File: src/rtl/prm_pkg.sv
`default_nettype none
package prm_pkg;
  // Register byte offsets
  localparam logic [7:0] PRM_OFS_CTRL = 8'h00;
  localparam logic [7:0] PRM_OFS_NUM = 8'h04;
  localparam logic [7:0] PRM_OFS_DEN = 8'h08;
  localparam logic [7:0] PRM_OFS_REF = 8'h0c;
  localparam logic [7:0] PRM_OFS_ACT = 8'h10;
  localparam logic [7:0] PRM_OFS_UME = 8'h14;
  localparam logic [7:0] PRM_OFS_LOWER = 8'h18;
  localparam logic [7:0] PRM_OFS_UPPER = 8'h1c;
  localparam logic [7:0] PRM_OFS_TARGET = 8'h20;
  localparam logic [7:0] PRM_OFS_STATUS = 8'h24;
  localparam logic [7:0] PRM_OFS_MASK = 8'h28;
  localparam logic [7:0] PRM_OFS_STEPS = 8'h2c;
  localparam logic [7:0] PRM_OFS_SCALE = 8'h30;

  // Field positions
  localparam int PRM_CTRL_DIR_BIT = 0;
  localparam int PRM_SCALE_BUSY_BIT = 0;
  localparam int PRM_ST_UME_OK = 0;
  localparam int PRM_ST_UME_REJ = 1;
  localparam int PRM_ST_TGT_REJ = 2;
  localparam int PRM_ST_WRAP = 3;
  localparam int PRM_ST_SCALE_DONE = 4;
  localparam int PRM_ST_W = 5;

  // Scaling base figures, in steps at unity scaling
  localparam logic [31:0] PRM_STEPS_ROT_BASE = 32'h0000_0190;   // 400 steps, 1 rotation
  localparam logic [31:0] PRM_MARGIN_BASE = 32'h0000_04b0;      // 1,200 steps, 3 rotations
  localparam logic [31:0] PRM_SPAN253_BASE = 32'h0001_8b50;     // 101,200 steps, 253 rotations
  localparam logic [31:0] PRM_RANGE256_BASE = 32'h0001_9000;    // 102,400 steps, 256 rotations

  // Values after reset (factory default state)
  localparam logic [15:0] PRM_NUM_RST = 16'h0190;
  localparam logic [15:0] PRM_DEN_RST = 16'h0190;
  localparam logic [31:0] PRM_UME_RST = 32'h0001_9000;          // 102,400
  localparam logic [31:0] PRM_LOWER_RST = 32'h0000_04b0;        // 1,200
  localparam logic [31:0] PRM_UPPER_RST = 32'h0001_8b50;        // 101,200
  localparam logic [31:0] PRM_REF_RST = 32'h0000_0000;
  localparam logic [31:0] PRM_WRAP_RST = 32'h0000_0000;
  localparam logic [PRM_ST_W-1:0] PRM_STATUS_RST = 5'h00;
  localparam logic [PRM_ST_W-1:0] PRM_MASK_RST = 5'h00;

  // Divider iterations
  localparam int PRM_DIV_STEPS = 32;

  typedef struct packed {
    logic [31:0] lower;
    logic [31:0] upper;
  } prm_limits_t;

  typedef struct packed {
    logic [31:0] margin;
    logic [31:0] span253;
    logic [31:0] range256;
    logic [31:0] steps_rot;
  } prm_scale_t;

  typedef enum {
    PRM_SC_IDLE,
    PRM_SC_STEPS,
    PRM_SC_MARGIN,
    PRM_SC_SPAN,
    PRM_SC_RANGE
  } prm_sc_state_t;
endpackage
`default_nettype wire

File: src/rtl/prm_range_map.sv
`default_nettype none
// Operation
// - Reject targets inside the safety margins below lower or above upper limit.
// - Factory default: mapping end 102,400, lower 1,200, upper 101,200.
// - Accepting a new mapping end recomputes both limits at once.
// - Lower limit is mapping end minus 253 rotations, upper minus 3 rotations.
// - Accept mapping end only if actual lies within lower-1 .. upper+1.
// - Mapping end bounded by actual plus 1,200 and 101,200, scaled den/num.
// - Scaled bounds are rounded to nearest integer when numerator and denominator differ.
// - Actual outside mapping end minus 256 rotations .. mapping end is shifted 256 rotations.
// - Measuring range is 256 rotations; usable range 250 rotations.
// - Steps per rotation equal 400 times denominator over numerator.
// - Writing actual derives referencing value; referencing value also writable directly.
// - Direction setting selects which shaft rotation increases position values.
module prm_range_map
  import prm_pkg::*;
(
  // Clock and reset
  input wire logic I_CLK,
  input wire logic I_RSTN,
  // Physical position from the encoder, in steps
  input wire logic [31:0] I_PHYS_POS,
  // Register port
  input wire logic [7:0] I_ADDR,
  input wire logic [31:0] I_WDATA,
  input wire logic I_WR,
  input wire logic I_RD,
  output logic [31:0] O_RDATA,
  // Positioning request
  output logic O_RUN_REQ,
  output logic [31:0] O_TARGET,
  // Interrupt
  output logic O_IRQ
);
  // Encoder position comes from another domain: two flops first
  // A multi-bit word may tear while it moves, so it is taken only once two samples agree
  logic [31:0] phys_s1_reg, phys_s2_reg, phys_s3_reg;
  logic [31:0] phys_hold_reg, phys_hold_next;

  logic dir_reg, dir_next;
  logic [15:0] num_reg, num_next;
  logic [15:0] den_reg, den_next;
  logic [31:0] ref_reg, ref_next;
  logic [31:0] wrap_reg, wrap_next;
  logic [31:0] ume_reg, ume_next;
  prm_limits_t lim_reg, lim_next;
  prm_scale_t sc_reg, sc_next;
  prm_sc_state_t sc_st_reg, sc_st_next;
  logic [PRM_ST_W-1:0] status_reg, status_next;
  logic [PRM_ST_W-1:0] mask_reg, mask_next;
  logic [31:0] rdata_reg, rdata_next;
  logic run_reg, run_next;
  logic [31:0] target_reg, target_next;
  logic irq_reg, irq_next;
  logic div_start;
  logic [31:0] div_dvd;
  logic div_done;
  logic [31:0] div_quot;
  logic [PRM_ST_W-1:0] ev;
  logic st_clr;

  // Derived position and candidate values
  logic [31:0] dir_pos;
  logic [31:0] act_pos;
  logic signed [32:0] act_s;
  logic signed [32:0] wd_s;
  logic signed [32:0] cand_lo, cand_hi;
  logic signed [32:0] ume_min, ume_max;
  logic ume_ok;

  always_comb begin
    phys_hold_next = (phys_s2_reg == phys_s3_reg) ? phys_s2_reg : phys_hold_reg;
    dir_pos = dir_reg ? (32'h0 - phys_hold_reg) : phys_hold_reg;
    act_pos = dir_pos - ref_reg + wrap_reg;
    act_s = {act_pos[31], act_pos};
    wd_s = {I_WDATA[31], I_WDATA};
    cand_lo = wd_s - $signed({1'b0, sc_reg.span253});
    cand_hi = wd_s - $signed({1'b0, sc_reg.margin});
    ume_min = act_s + $signed({1'b0, sc_reg.margin});
    ume_max = act_s + $signed({1'b0, sc_reg.span253});
    ume_ok = (wd_s >= ume_min) && (wd_s <= ume_max) &&
      (act_s >= cand_lo - 33'sd1) && (act_s <= cand_hi + 33'sd1);
  end

  prm_rdiv u_rdiv (
    .i_clk(I_CLK),
    .i_rstn(I_RSTN),
    .i_start(div_start),
    .i_dividend(div_dvd),
    // Divisor as it stands after this cycle's write, matching the dividend
    .i_divisor(num_next),
    .o_done(div_done),
    .o_quot(div_quot)
  );

  // Scale sequencer: derives step counts for 1, 3, 253 and 256 rotations
  always_comb begin
    logic scale_wr;
    logic [31:0] base;
    logic [47:0] prod;
    scale_wr = I_WR && ((I_ADDR == PRM_OFS_NUM) || (I_ADDR == PRM_OFS_DEN));
    base = PRM_STEPS_ROT_BASE;
    prod = '0;
    sc_next = sc_reg;
    sc_st_next = sc_st_reg;
    div_start = 1'b0;
    case (sc_st_reg)
      PRM_SC_IDLE: base = PRM_STEPS_ROT_BASE;
      PRM_SC_STEPS: base = PRM_MARGIN_BASE;
      PRM_SC_MARGIN: base = PRM_SPAN253_BASE;
      PRM_SC_SPAN: base = PRM_RANGE256_BASE;
      default: base = PRM_STEPS_ROT_BASE;
    endcase
    // A restart always begins again with the one-rotation figure
    if (scale_wr) begin
      base = PRM_STEPS_ROT_BASE;
    end
    // Dividend uses the denominator as it stands after this cycle's write
    prod = base * {16'h0000, den_next};
    div_dvd = prod[31:0];
    case (sc_st_reg)
      PRM_SC_IDLE: begin
        if (scale_wr) begin
          div_start = 1'b1;
          sc_st_next = PRM_SC_STEPS;
        end
      end
      PRM_SC_STEPS: begin
        if (div_done) begin
          sc_next.steps_rot = div_quot;
          div_start = 1'b1;
          sc_st_next = PRM_SC_MARGIN;
        end
      end
      PRM_SC_MARGIN: begin
        if (div_done) begin
          sc_next.margin = div_quot;
          div_start = 1'b1;
          sc_st_next = PRM_SC_SPAN;
        end
      end
      PRM_SC_SPAN: begin
        if (div_done) begin
          sc_next.span253 = div_quot;
          div_start = 1'b1;
          sc_st_next = PRM_SC_RANGE;
        end
      end
      PRM_SC_RANGE: begin
        if (div_done) begin
          sc_next.range256 = div_quot;
          sc_st_next = PRM_SC_IDLE;
        end
      end
      default: sc_st_next = PRM_SC_IDLE;
    endcase
    // A new scaling write restarts the chain so the last values win
    if (scale_wr && sc_st_reg != PRM_SC_IDLE) begin
      div_start = 1'b1;
      sc_st_next = PRM_SC_STEPS;
    end
  end

  // Parameter registers, limits and events
  always_comb begin
    logic signed [32:0] ume_lo_win;
    logic signed [32:0] tgt_s;
    ev = '0;
    ume_lo_win = '0;
    tgt_s = wd_s;
    dir_next = dir_reg;
    num_next = num_reg;
    den_next = den_reg;
    ref_next = ref_reg;
    wrap_next = wrap_reg;
    ume_next = ume_reg;
    lim_next = lim_reg;
    mask_next = mask_reg;
    run_next = 1'b0;
    target_next = target_reg;
    if (I_WR) begin
      case (I_ADDR)
        PRM_OFS_CTRL: begin
          dir_next = I_WDATA[PRM_CTRL_DIR_BIT];
          if (I_WDATA[PRM_CTRL_DIR_BIT] != dir_reg) begin
            // New direction restores the default mapping
            ref_next = PRM_REF_RST;
            wrap_next = PRM_WRAP_RST;
            ume_next = PRM_UME_RST;
            lim_next.lower = PRM_LOWER_RST;
            lim_next.upper = PRM_UPPER_RST;
          end
        end
        PRM_OFS_NUM: begin
          if (I_WDATA[15:0] != 16'h0000) begin
            num_next = I_WDATA[15:0];
          end
        end
        PRM_OFS_DEN: begin
          if (I_WDATA[15:0] != 16'h0000) begin
            den_next = I_WDATA[15:0];
          end
        end
        PRM_OFS_REF: ref_next = I_WDATA;
        PRM_OFS_ACT: ref_next = dir_pos + wrap_reg - I_WDATA;
        PRM_OFS_UME: begin
          if (ume_ok) begin
            ume_next = I_WDATA;
            lim_next.lower = cand_lo[31:0];
            lim_next.upper = cand_hi[31:0];
            ev[PRM_ST_UME_OK] = 1'b1;
            ume_lo_win = wd_s - $signed({1'b0, sc_reg.range256});
            if (act_s > wd_s) begin
              wrap_next = wrap_reg - sc_reg.range256;
              ev[PRM_ST_WRAP] = 1'b1;
            end else if (act_s < ume_lo_win) begin
              wrap_next = wrap_reg + sc_reg.range256;
              ev[PRM_ST_WRAP] = 1'b1;
            end
          end else begin
            ev[PRM_ST_UME_REJ] = 1'b1;
          end
        end
        PRM_OFS_LOWER: lim_next.lower = I_WDATA;
        PRM_OFS_UPPER: lim_next.upper = I_WDATA;
        PRM_OFS_TARGET: begin
          if (tgt_s < $signed({lim_reg.lower[31], lim_reg.lower}) ||
              tgt_s > $signed({lim_reg.upper[31], lim_reg.upper})) begin
            ev[PRM_ST_TGT_REJ] = 1'b1;
          end else begin
            target_next = I_WDATA;
            run_next = 1'b1;
          end
        end
        PRM_OFS_MASK: mask_next = I_WDATA[PRM_ST_W-1:0];
        default: ;
      endcase
    end
    if (sc_st_reg == PRM_SC_RANGE && div_done) begin
      ev[PRM_ST_SCALE_DONE] = 1'b1;
    end
  end

  // Sticky status bits, one slice per event; a set beats a write-one clear in the same cycle
  always_comb begin
    st_clr = I_WR && (I_ADDR == PRM_OFS_STATUS);
    irq_next = |(status_next & mask_next);
  end

  for (genvar gi = 0; gi < PRM_ST_W; gi++) begin : g_status
    assign status_next[gi] = ev[gi] | (status_reg[gi] & ~(st_clr & I_WDATA[gi]));
  end

  always_ff @(posedge I_CLK or negedge I_RSTN) begin
    if (!I_RSTN) begin
      status_reg <= PRM_STATUS_RST;
      irq_reg <= 1'b0;
    end else begin
      status_reg <= status_next;
      irq_reg <= irq_next;
    end
  end

  // Read port: data stand only in the cycle after the strobe, zero otherwise
  always_comb begin
    rdata_next = '0;
    if (I_RD) begin
      case (I_ADDR)
        PRM_OFS_CTRL: rdata_next[PRM_CTRL_DIR_BIT] = dir_reg;
        PRM_OFS_NUM: rdata_next[15:0] = num_reg;
        PRM_OFS_DEN: rdata_next[15:0] = den_reg;
        PRM_OFS_REF: rdata_next = ref_reg;
        PRM_OFS_ACT: rdata_next = act_pos;
        PRM_OFS_UME: rdata_next = ume_reg;
        PRM_OFS_LOWER: rdata_next = lim_reg.lower;
        PRM_OFS_UPPER: rdata_next = lim_reg.upper;
        PRM_OFS_TARGET: rdata_next = target_reg;
        PRM_OFS_STATUS: rdata_next[PRM_ST_W-1:0] = status_reg;
        PRM_OFS_MASK: rdata_next[PRM_ST_W-1:0] = mask_reg;
        PRM_OFS_STEPS: rdata_next = sc_reg.steps_rot;
        PRM_OFS_SCALE: rdata_next[PRM_SCALE_BUSY_BIT] = (sc_st_reg != PRM_SC_IDLE);
        default: rdata_next = '0;
      endcase
    end
  end

  always_ff @(posedge I_CLK or negedge I_RSTN) begin
    if (!I_RSTN) begin
      rdata_reg <= '0;
    end else begin
      rdata_reg <= rdata_next;
    end
  end

  // Position sampling, kept apart from the parameter state
  always_ff @(posedge I_CLK or negedge I_RSTN) begin
    if (!I_RSTN) begin
      phys_s1_reg <= '0;
      phys_s2_reg <= '0;
      phys_s3_reg <= '0;
      phys_hold_reg <= '0;
    end else begin
      phys_s1_reg <= I_PHYS_POS;
      phys_s2_reg <= phys_s1_reg;
      phys_s3_reg <= phys_s2_reg;
      phys_hold_reg <= phys_hold_next;
    end
  end

  always_ff @(posedge I_CLK or negedge I_RSTN) begin
    if (!I_RSTN) begin
      dir_reg <= 1'b0;
      num_reg <= PRM_NUM_RST;
      den_reg <= PRM_DEN_RST;
      ref_reg <= PRM_REF_RST;
      wrap_reg <= PRM_WRAP_RST;
      ume_reg <= PRM_UME_RST;
      lim_reg.lower <= PRM_LOWER_RST;
      lim_reg.upper <= PRM_UPPER_RST;
      sc_reg.steps_rot <= PRM_STEPS_ROT_BASE;
      sc_reg.margin <= PRM_MARGIN_BASE;
      sc_reg.span253 <= PRM_SPAN253_BASE;
      sc_reg.range256 <= PRM_RANGE256_BASE;
      sc_st_reg <= PRM_SC_IDLE;
      mask_reg <= PRM_MASK_RST;
      run_reg <= 1'b0;
      target_reg <= '0;
    end else begin
      dir_reg <= dir_next;
      num_reg <= num_next;
      den_reg <= den_next;
      ref_reg <= ref_next;
      wrap_reg <= wrap_next;
      ume_reg <= ume_next;
      lim_reg <= lim_next;
      sc_reg <= sc_next;
      sc_st_reg <= sc_st_next;
      mask_reg <= mask_next;
      run_reg <= run_next;
      target_reg <= target_next;
    end
  end

  assign O_RDATA = rdata_reg;
  assign O_RUN_REQ = run_reg;
  assign O_TARGET = target_reg;
  assign O_IRQ = irq_reg;
endmodule
`default_nettype wire

File: src/rtl/prm_rdiv.sv
`default_nettype none
module prm_rdiv
  import prm_pkg::*;
(
  // Clock and reset
  input wire logic i_clk,
  input wire logic i_rstn,
  // Request
  input wire logic i_start,
  input wire logic [31:0] i_dividend,
  input wire logic [15:0] i_divisor,
  // Result
  output logic o_done,
  output logic [31:0] o_quot
);
  // Restoring divider; rounds to nearest by adding half the divisor first
  logic [31:0] dvd_reg, dvd_next;
  logic [32:0] rem_reg, rem_next;
  logic [31:0] quot_reg, quot_next;
  logic [5:0] cnt_reg, cnt_next;
  logic busy_reg, busy_next;
  logic done_reg, done_next;

  always_comb begin
    logic [32:0] trial;
    trial = '0;
    dvd_next = dvd_reg;
    rem_next = rem_reg;
    quot_next = quot_reg;
    cnt_next = cnt_reg;
    busy_next = busy_reg;
    done_next = 1'b0;
    if (i_start) begin
      dvd_next = i_dividend + {16'h0000, 1'b0, i_divisor[15:1]};
      rem_next = '0;
      quot_next = '0;
      cnt_next = 6'(PRM_DIV_STEPS);
      busy_next = 1'b1;
    end else if (busy_reg) begin
      trial = {rem_reg[31:0], dvd_reg[31]};
      dvd_next = {dvd_reg[30:0], 1'b0};
      if (trial >= {17'h0_0000, i_divisor}) begin
        rem_next = trial - {17'h0_0000, i_divisor};
        quot_next = {quot_reg[30:0], 1'b1};
      end else begin
        rem_next = trial;
        quot_next = {quot_reg[30:0], 1'b0};
      end
      cnt_next = cnt_reg - 6'h01;
      if (cnt_reg == 6'h01) begin
        busy_next = 1'b0;
        done_next = 1'b1;
      end
    end
  end

  always_ff @(posedge i_clk or negedge i_rstn) begin
    if (!i_rstn) begin
      dvd_reg <= '0;
      rem_reg <= '0;
      quot_reg <= '0;
      cnt_reg <= '0;
      busy_reg <= 1'b0;
      done_reg <= 1'b0;
    end else begin
      dvd_reg <= dvd_next;
      rem_reg <= rem_next;
      quot_reg <= quot_next;
      cnt_reg <= cnt_next;
      busy_reg <= busy_next;
      done_reg <= done_next;
    end
  end

  assign o_done = done_reg;
  assign o_quot = quot_reg;
endmodule
`default_nettype wire

File: config.mk
export PLATFORM = sky130hd
export DESIGN_NAME = prm_range_map
export DESIGN_NICKNAME = d
export VERILOG_FILES = /design/src/rtl/prm_pkg.sv /design/src/rtl/prm_range_map.sv /design/src/rtl/prm_rdiv.sv
export SDC_FILE = /design/constraint.sdc
export NUM_CORES = 2
export LEC_CHECK = 0
export ABC_CLOCK_PERIOD_IN_PS = 11600
export BUFFER_PORTS_ARGS = -buffer_cell sky130_fd_sc_hd__buf_2
export CAP_MARGIN = 20
export CORE_MARGIN = 2
export CORE_UTILIZATION = 30
export DETAILED_ROUTE_END_ITERATION = 10
export GPL_ROUTABILITY_DRIVEN = 0
export RECOVER_POWER = 50
export SYNTH_ARGS = -nofsm -noshare
export SYNTH_HDL_FRONTEND = slang
export SYNTH_SLANG_ARGS = --single-unit
File: constraint.sdc
create_clock -name I_CLK -period 11.6 [get_ports I_CLK]
set_input_delay 1.16 -clock I_CLK [delete_from_list [all_inputs] [get_ports I_CLK]]
set_output_delay 1.16 -clock I_CLK [all_outputs]
set_load 0.02 [all_outputs]
==> results.json <==
{
  "synthAdderAreaFrac": 0.2225,
  "vias": 47380,
  "critPathCapture": "wrap_reg[24]",
  "place_ws_ns": 0.5110,
  "ys_types": 93,
  "ys_top_cells_by_area": "dfrtp_1, ha_1, fa_1",
  "largest_reg_flops": 128,
  "syn_to_final_growth_pct": 12.41,
  "tightestPinTransition_ns": 4.370,
  "core_mm2": 0.1811,
  "grt_pass1_vias": 46220,
  "wl_per_cell_um": 22.46,
  "netlist.area_leader.share": 0.2716,
  "root_buffer": "clkbuf_16",
  "max_slew_margin": -1.913,
  "hold_path.class": "reg2reg",
  "start_util": 0.3027,
  "violations": "max-capacitance violations, max-slew violations",
  "finClkSkew_ns": 0.05015,
  "ff2ff_setup_slack_ns": 0.74,
  "yosys_most_used_dff": "dfrtp_1",
  "yosysSeqAreaShare": 0.2893,
  "setup_tns_ns": 0,
  "drv_cap": 10,
  "power.density_mw_per_mm2": 147.6,
  "overflow": 0,
  "ff2ff_path_depth": 42,
  "synth-edff-count": 0,
  "syn_nets": 7015,
  "setup_viol": 0,
  "slew_viol_final": 645,
  "cp_max_fo": 12,
  "wl_um": 195000,
  "postLayoutCellArea_mm2": 0.06162,
  "cts_buffer_depth": 3,
  "leakage_uw": 0.02894,
  "h-tree-depth": 3,
  "ant_nets": 0,
  "synth-compound-area-share": 0.1897,
  "period_needed_ns": 10.86,
  "cts.sinks": 632,
  "worstPathArrival_ns": 11.41,
  "clkLatencyLatePin_ns": 0.72,
  "grt_pass1_wl_um": 293300,
  "most-common-layout-cells": "inv_1, ha_1, dfrtp_1",
  "layout.nets": 7171,
  "synthesis.area_mm2": 0.05482,
  "dr.pass1.iters": 6,
  "syn_avg_cell_area_um2": 9.011,
  "synth_top_family_by_area": "adder cells",
  "synth-simple-area-share": 0.1310,
  "rows": 156,
  "final_hold_viol_count": 0,
  "status": "finished with violations",
  "die-area_mm2": 0.1862,
  "clock.fmax_ghz": 0.09212,
  "synthXorXnorAreaFrac": 0.06820,
  "grtUsageTotal": 0.2065,
  "r2r_end": "wrap_reg[24]",
  "place.detailed.hpwl_um": 151400,
  "first_iter_violations": 4206,
  "vdd_drop_max_v": 0.0001130,
  "pin_count": 142,
  "synthesis.instances": 6084,
  "cp_slowest_stage_delay_ns": 0.68,
  "fin_ws_ns": 0.7442,
  "die_x_um": 431.5,
  "antenna_found_initial": 14,
  "placed_area_mm2": 0.05885,
  "final_common_cell": "inv_1",
  "drive_above_1_share": 0.09435,
  "yosysWarnings": 0,
  "synth-seq-cells": 632,
  "startpoint": "phys_hold_reg[8]",
  "post-route-period-util": 0.9358,
  "r2r-start": "phys_hold_reg[8]",
  "cp-start-kind": "flop",
  "portBuffers": 141,
  "die_height_um": 431.5,
  "drc": 0,
  "cts_made_buffers": 79,
  "power_uw": 9098,
  "worstSetupEndpointType": "flop",
  "worst_path_most_repeated_cell": "buf_4",
  "cts_tree": "done",
  "critPathKind": "reg2reg",
  "critPathSlowestCell": "o311ai_0",
  "grt_max_degree": 163,
  "synth_top_area_cell": "dfrtp_1",
  "grt_setup_unrepaired": "no",
  "async_reset_ff_frac": 1.000,
  "synthMuxAreaShare": 0.03900,
  "path_clk_slew_ns": 0.06,
  "required_ns": 12.15,
  "viasPerCell": 5.457
}
-- synthesized netlist by cell type, types with 59 or more instances --
master,count
a21o_1,152
a21oi_1,404
a221oi_1,78
a22oi_1,89
a31oi_1,60
clkbuf_1,171
dfrtp_1,595
fa_1,200
ha_1,655
inv_1,681
mux2_2,133
mux2i_1,64
nand2_1,427
nand2b_1,59
nand3_1,89
nand4_1,84
nor2_1,476
nor3_1,74
o21a_1,61
o21ai_0,349
xnor2_1,228
xor2_1,197
-- worst max-delay path, delay by kind of cell (launching register included) --
family | cells | cell delay [ns]
XOR/XNOR | 3 | 0.47
AO/OA/AOI/OAI | 15 | 4.07
AND/OR/NAND/NOR | 15 | 3.46
flip-flops | 1 | 0.42
adder cells (fa/ha/maj) | 4 | 1.48
buffers and inverters | 5 | 0.80
-- timing repair --
action	in CTS	in global routing
gates resized for setup	0	3
hold buffers	0	0
endpoints found under the setup margin	0	6
buffers inserted	0	5
-- report_power, final --
group	total (uW)	internal (uW)	switching (uW)	leakage (uW)
registers	2930	2510	421	0.00809
clock network	2730	1610	1120	0.00136
logic	3440	1370	2060	0.0195
-- cell families (layout without fill, tap and decap cells) --
kind of cell	after synthesis	in the layout
xor gates and xnor gates	426	426
muxes	197	197
buffers and inverters	875	1097
other	0	6
DFF	632	632
and+or+nand+nor	1511	1511
AOI/OAI and AO/OA	1588	1588
adders and majority gates	855	855
-- cell type report --
| class | count | area [um2] |
|---|---|---|
| inverter | 681 | 2556 |
| tap | 2370 | 2965 |
| multi-input combinational | 4577 | 35790 |
| clock inverter | 36 | 518.0 |
| clock buffer | 111 | 2311 |
| antenna | 6 | 15.01 |
| fill | 18580 | 119500 |
| timing repair buffer | 269 | 1600 |
| sequential | 632 | 15870 |
-- metal layers --
layer,track usage,part of all wire,vias up
met4,0.1362,0.080,6
met5,0,0.00021,-
met2,0.3316,0.45,1919
li1,-,-,21820
met1,0.2561,0.40,23080
met3,0.03310,0.066,549
-- metrics by stage --
step / std cells / utilization / hold slack [ns]
final: 8682 / 0.3402 / 0.3285
after global routing: 8677 / 0.3401 / 0.3366
after CTS: 8669 / 0.3405 / 0.3296
after detailed placement: 8522 / 0.3249 / 0.3347
after global placement: 8520 / 0.3248 / 0.3346
after floorplan: 6084 / - / 0.3312
-- how the worst min path moves through the flow --
| stage | depth (start not counted) | to | start | slack [ns] |
|---|---|---|---|---|
| 2_1_floorplan | 0 | phys_s2_reg[0] | phys_s1_reg[0] | 0.33 |
| 6_report | 0 | phys_s2_reg[6] | phys_s1_reg[6] | 0.33 |
| 3_5_place_dp | 0 | phys_s2_reg[12] | phys_s1_reg[12] | 0.33 |
| 5_1_grt | 0 | phys_s2_reg[8] | phys_s1_reg[8] | 0.34 |
| 4_1_cts | 0 | phys_s2_reg[9] | phys_s1_reg[9] | 0.33 |
| 3_3_place_gp | 0 | phys_s2_reg[20] | phys_s1_reg[20] | 0.33 |
No activity file was read; power rests on OpenSTA's default activity.
